`config.mk`:
```
export PLATFORM = sky130hd
export DESIGN_NAME = port2_flow_control_select
export DESIGN_NICKNAME = d
export VERILOG_FILES = /design/src/fc_port2_pkg.sv /design/src/fc_resolve.sv /design/src/port2_flow_control_select.sv
export SDC_FILE = /design/constraint.sdc
export NUM_CORES = 1
export LEC_CHECK = 0
export BUFFER_PORTS_ARGS = -buffer_cell sky130_fd_sc_hd__buf_2
export CORE_AREA = 3 3 54 56
export CTS_BUF_LIST = sky130_fd_sc_hd__clkbuf_8 sky130_fd_sc_hd__clkbuf_16
export CTS_CLUSTER_SIZE = 14
export DETAILED_ROUTE_END_ITERATION = 8
export DIE_AREA = 0 0 57 59
export GPL_ROUTABILITY_DRIVEN = 0
export GPL_TIMING_DRIVEN = 1
export PLACE_DENSITY = 0.77
export RECOVER_POWER = 100
export SYNTH_ARGS = -nofsm -noshare
export SYNTH_HDL_FRONTEND = slang
export SYNTH_HIERARCHICAL = 1
export SYNTH_SLANG_ARGS = --single-unit
```
`constraint.sdc`:
```
create_clock -name mclk -period 1.2 [get_ports mclk]
set_input_delay 0.06 -clock mclk [delete_from_list [all_inputs] [get_ports mclk]]
set_output_delay 0.06 -clock mclk [all_outputs]
set_load 0.005 [all_outputs]
```
`src/fc_port2_pkg.sv`:
```
// Package: offsets, field positions and reset values for the port 2 flow control register
package fc_port2_pkg;
	localparam logic [11:0] CFG_OFFSET = 12'h1a4;
	localparam int DATA_W = 32;
	localparam int BIT_MANUAL = 0;
	localparam int BIT_TX_EN = 1;
	localparam int BIT_RX_EN = 2;
	localparam int BIT_CUR_TX = 3;
	localparam int BIT_CUR_RX = 4;
	localparam int BIT_CUR_DUP = 5;
	localparam int BIT_BP_EN = 6;
	localparam int FIELD_W = 7;
	localparam logic [6:0] WRITABLE_MASK = 7'h47;
	localparam logic [6:0] RESET_FIELDS = 7'h00;
	localparam logic [31:0] READ_ZERO = 32'h0000_0000;
endpackage : fc_port2_pkg

```
`src/fc_resolve.sv`:
```
// Resolution of the flow control settings actually in force on port 2
`timescale 1ns/1ns
module fc_resolve (
	input wire logic manual_pause_select,
	input wire logic pause_tx_enable,
	input wire logic pause_rx_enable,
	input wire logic an_enabled,
	input wire logic an_complete,
	input wire logic an_pause_tx,
	input wire logic an_pause_rx,
	input wire logic half_duplex,
	output logic res_tx,
	output logic res_rx
);
	// --------------------------------------------------------------------
	// Selection
	// --------------------------------------------------------------------
	// Pause only has meaning in full duplex, so half duplex forces both off
	always_comb begin
		if (half_duplex) begin
			res_tx = 1'b0;
			res_rx = 1'b0;
		end else if (manual_pause_select || !an_enabled) begin
			res_tx = pause_tx_enable;
			res_rx = pause_rx_enable;
		end else begin
			// Until negotiation completes no pause is agreed
			res_tx = an_complete & an_pause_tx;
			res_rx = an_complete & an_pause_rx;
		end
	end
endmodule : fc_resolve

```
`src/port2_flow_control_select.sv`:
```
// Port 2 flow control configuration and status register
`timescale 1ns/1ns
// Function
// - Register sits at offset 1A4h, one 32-bit read/write word.
// - Readback shows flow control actually in force, manual or negotiated.
// - Writes never touch the PHY advertisement pause bits.
// - Half-duplex backpressure only when bit 6 is set.
// - Bit 5 read-only: actual duplex, 1 means half.
// - Bit 4 read-only: pause receive currently enabled.
// - Bit 3 read-only: pause transmit currently enabled.
// - Manual or no negotiation: pause detection follows bit 2.
// - Manual or no negotiation: pause generation follows bit 1.
// - Bit 0 clear: negotiated result if negotiation on, else enable bits.
// - Bit 0 set: full-duplex pause taken only from enable bits.
// - Writable defaults come from straps sampled during reset.
// - Read-only bits at reset derive from several straps.
// - Loader rewriting straps reloads the register fields.
module port2_flow_control_select (
	input wire logic mclk,
	input wire logic rst,
	input wire logic [11:0] reg_addr,
	input wire logic reg_wr,
	input wire logic reg_rd,
	input wire logic [31:0] reg_wdata,
	output logic [31:0] reg_rdata,
	input wire logic backpressure_strap,
	input wire logic full_duplex_pause_strap,
	input wire logic manual_select_strap,
	input wire logic strap_duplex_half,
	input wire logic strap_an_enable,
	input wire logic strap_load,
	input wire logic an_enabled,
	input wire logic an_complete,
	input wire logic an_pause_tx,
	input wire logic an_pause_rx,
	input wire logic link_half_duplex,
	output logic backpressure_active,
	output logic pause_tx_active,
	output logic pause_rx_active
);
	// --------------------------------------------------------------------
	// State
	// --------------------------------------------------------------------
	logic [6:0] fields_reg;
	logic [6:0] fields_next;
	logic [31:0] rdata_reg;
	logic [31:0] rdata_next;
	logic loaded_reg;
	logic loaded_next;
	logic res_tx;
	logic res_rx;
	logic dup_now;
	logic an_on;
	logic hit;

	// Until a strap load after the last reset the duplex and negotiation come from straps
	assign dup_now = loaded_reg ? link_half_duplex : strap_duplex_half;
	assign an_on = loaded_reg ? an_enabled : strap_an_enable;
	assign hit = (reg_addr == fc_port2_pkg::CFG_OFFSET);

	fc_resolve u_resolve (
		.manual_pause_select(fields_reg[fc_port2_pkg::BIT_MANUAL]),
		.pause_tx_enable(fields_reg[fc_port2_pkg::BIT_TX_EN]),
		.pause_rx_enable(fields_reg[fc_port2_pkg::BIT_RX_EN]),
		.an_enabled(an_on),
		.an_complete(an_complete),
		.an_pause_tx(an_pause_tx),
		.an_pause_rx(an_pause_rx),
		.half_duplex(dup_now),
		.res_tx(res_tx),
		.res_rx(res_rx)
	);

	// --------------------------------------------------------------------
	// Register update
	// --------------------------------------------------------------------
	// Strap load outranks a software write in the same cycle: the loader
	// runs only during bring-up, before software owns the register.
	always_comb begin
		fields_next = fields_reg;
		loaded_next = loaded_reg;
		if (rst || strap_load) begin
			fields_next = fc_port2_pkg::RESET_FIELDS;
			fields_next[fc_port2_pkg::BIT_BP_EN] = backpressure_strap;
			fields_next[fc_port2_pkg::BIT_RX_EN] = full_duplex_pause_strap;
			fields_next[fc_port2_pkg::BIT_TX_EN] = full_duplex_pause_strap;
			fields_next[fc_port2_pkg::BIT_MANUAL] = manual_select_strap;
			loaded_next = !rst;
		end else if (reg_wr && hit) begin
			// Only writable bits; upper and status bits are dropped
			fields_next = (fields_reg & ~fc_port2_pkg::WRITABLE_MASK)
				| (reg_wdata[6:0] & fc_port2_pkg::WRITABLE_MASK);
		end
		// Status bits track the resolved state every cycle
		fields_next[fc_port2_pkg::BIT_CUR_DUP] = dup_now;
		fields_next[fc_port2_pkg::BIT_CUR_RX] = res_rx;
		fields_next[fc_port2_pkg::BIT_CUR_TX] = res_tx;
	end

	// --------------------------------------------------------------------
	// Read path
	// --------------------------------------------------------------------
	always_comb begin
		rdata_next = fc_port2_pkg::READ_ZERO;
		if (reg_rd && hit) begin
			rdata_next[6:0] = fields_reg;
		end
	end

	always_ff @(posedge mclk) begin
		fields_reg <= fields_next;
		loaded_reg <= loaded_next;
		rdata_reg <= rst ? fc_port2_pkg::READ_ZERO : rdata_next;
	end

	assign reg_rdata = rdata_reg;
	assign backpressure_active = fields_reg[fc_port2_pkg::BIT_BP_EN] & dup_now;
	assign pause_tx_active = fields_reg[fc_port2_pkg::BIT_CUR_TX];
	assign pause_rx_active = fields_reg[fc_port2_pkg::BIT_CUR_RX];
endmodule : port2_flow_control_select

```
==> flow_metrics.tcl <==
set metrics [dict create \
    synthMuxAreaShare_pct 2.786 \
    grt_pass1_wl_um 2339 \
    yosysUniqueCellTypes 21 \
    yosysSeqAreaShare_pct 43.34 \
    antenna_cells 0 \
    holdPathEnd "loaded_reg$_DFFE_PP_" \
    worst_clock_skew_ns 0.001114 \
    avgSynthCellArea_um2 10.64 \
    grt_max_degree 9 \
    cp_max_fo 3 \
    netlist_instances 76 \
    clk_pin_slew_ns 0.05 \
    ant_nets 0 \
    status "complete, but fails checks" \
    drc 0 \
    power_mw 1.112 \
    initial_core_util_pct 32.63 \
    min-delay-start "rst" \
    synth_compound_area_share_pct 7.121 \
    rrSetupSlack_ns -0.09 \
    wl_met2_um 656 \
    wire_per_inst_um 9.862 \
    synth_edf_count 5 \
    cts_hold_buf 0 \
    finalCoreUtilization_pct 40.76 \
    hpwl_um 1274 \
    power_density_nw_per_um2 1102 \
    synthAdderAreaFrac_pct 0 \
    dieArea_um2 3363 \
    gr-total-overflow 0 \
    fillerInstances 269 \
    io_pins 94 \
    layout-drive-gt1-share_pct 40.16 \
    synthToLayoutAreaGrowth_pct 24.92 \
    grt_pass1_vias 582 \
    rsz0062_at_grt "yes" \
    cts.sinks 15 \
    violations "negative setup slack" \
    fin_nets 182 \
    hold_viol 0 \
    drt_iter0_markers 15 \
    drv_cap 0 \
    setup_viol 3 \
    synth-async-reset-ratio_pct 0 \
    fp-row-count 18 \
    period_share_pct 108.8 \
    stdcell_count 152 \
    min_path_cells 2 \
    via_per_inst 4.132 \
    routed.top_layer "met4" \
    drv_slew 0 \
    worst_slack_ns -0.1055 \
    synth_simple_gate_area_share_pct 20.74 \
    whs_ns 0.06240 \
    synthXorXnorAreaFrac_pct 0 \
    vias 628 \
    synth_area_um2 808.3 \
    clk_latency_ns 0.24 \
    clk_path_buf_depth 2 \
    antenna_found_initial 0 \
    firstDrtPassIters 4 \
    arrival_ns 1.25 \
    crit_required_ns 1.14 \
    synthFlopType "dfxtp_1" \
    max_freq_ghz 0.7660 \
    cts-htree-levels 1 \
    yosys_warnings 6 \
    wl_met1_um 517 \
    critPathKind "reg -> out" \
    synth_seq_cells 15 \
    tritoncts "done" \
    cts_buffers 3 \
    die_h_um 59 \
    rr_endpoint "fields_reg[3]$_DFF_P_" \
    peakVddDrop_v 0.0005417 \
    r2r_start "loaded_reg$_DFFE_PP_" \
    r2r_cells 5 \
    die_w_um 57 \
    synth_top_family_by_area "buffers and inverters" \
    core-area_um2 2477 \
    hp-class "in -> reg" \
    leakagePower_nw 0.5601 \
    cp-end-kind "output pin" \
    clockRootBuffer "clkbuf_8" \
    place_inst 146 \
    port_buffers 40 \
    finalCriticalPeriod_ns 1.305 \
    wl_met3_um 289 \
    totalWireLength_um 1499 \
    grt_usage_pct 9.233 \
    start_kind "flop" \
]
what timing repair did:
action,4_1_cts,5_1_grt
setup buffers,1,1
endpoints found under the setup margin,1,3
pin swaps,1,0
cloned,0,0
gates resized for setup,4,0
worst max-delay path by stage:
stage | startpoint | endpoint | slack (ns)
after global routing | loaded_reg$_DFFE_PP_ | fields_reg[3]$_DFF_P_ | -0.15
after floorplan | loaded_reg$_DFFE_PP_ | fields_reg[3]$_DFF_P_ | 0.08
after detailed placement | reg_addr[6] | fields_reg[2]$_DFFE_PP_ | -0.006
after global placement | reg_addr[6] | fields_reg[6]$_DFFE_PP_ | 0.02
final | loaded_reg$_DFFE_PP_ | backpressure_active | -0.11
after CTS | loaded_reg$_DFFE_PP_ | backpressure_active | -0.12
per-stage QoR:
| stage | setup slack (ns) | setup TNS (ns) | area [um2] |
|---|---|---|---|
| after global placement | 0.01709 | 0 | 952.2 |
| after floorplan | 0.08235 | 0 | 898.4 |
| after global routing | -0.1484 | -0.4283 | 1010 |
| after detailed placement | -0.005805 | -0.02311 | 952.2 |
| final | -0.1055 | -0.2858 | 1010 |
| after CTS | -0.1165 | -0.2909 | 1020 |
placed cells by master, fill, tap and decap left out:
cell	n
buf_2	35
inv_1	3
nor2b_1	4
or2b_4	1
nand3_1	2
buf_4	2
edfxtp_1	5
a21oi_1	2
mux2_2	1
clkbuf_8	3
and4bb_2	1
a41o_1	4
and3_1	8
nor2_1	1
clkbuf_1	6
and2b_2	1
nor4b_2	2
mux2_4	1
buf_6	1
a21o_1	1
nand2_1	2
conb_1	25
dfxtp_1	10
and2_4	1
cell usage after synthesis, types with 2 or more instances:
cell type	number	area (um2)
edfxtp_1	5	150.1
inv_1	2	7.510
buf_4	25	187.7
mux2_2	2	22.52
nand2_1	2	7.510
a41o_1	4	40.04
dfxtp_1	10	200.2
nand3_1	2	10.01
and3_1	7	43.79
nor2b_1	4	25.02
a21oi_1	2	10.01
nor4b_2	2	30.03
final cells by class:
class                   count  area, um2  share of cell area, %
well taps                  30      37.54                  3.717
clock inverters             1      3.754                 0.3717
multi-input cells          57      345.3                  34.20
flip-flops and latches     15      350.3                  34.70
repair buffers             44      224.0                  22.18
clock buffers               3      41.29                  4.089
inverters                   2      7.507                 0.7435
where the power goes:
part / switching (mW) / internal, mW
logic: 0.0718 / 0.0914
registers: 0.0130 / 0.556
clock network: 0.155 / 0.226
total: 0.240 / 0.873
metal layers:
| metal | vias to the layer above | global-route usage, % |
|---|---|---|
| li1 | 305 | - |
| met2 | 59 | 16.31 |
| met5 | - | 0 |
| met3 | 5 | 3.922 |
| met1 | 259 | 9.189 |
| met4 | 0 | 4.967 |
logic make-up after synthesis:
logic type,Yosys count
and+or+nand+nor,23
other,1
buffers and inverters,28
muxes,2
AOI/OAI and AO/OA,7
DFF,15
critical path: stages, from the launching register on:
cell and delay [ns]:
edfxtp_1 0.42, mux2_4 0.34, and2_4 0.14, buf_6 0.11
No activity file was read; power rests on OpenSTA's default activity.
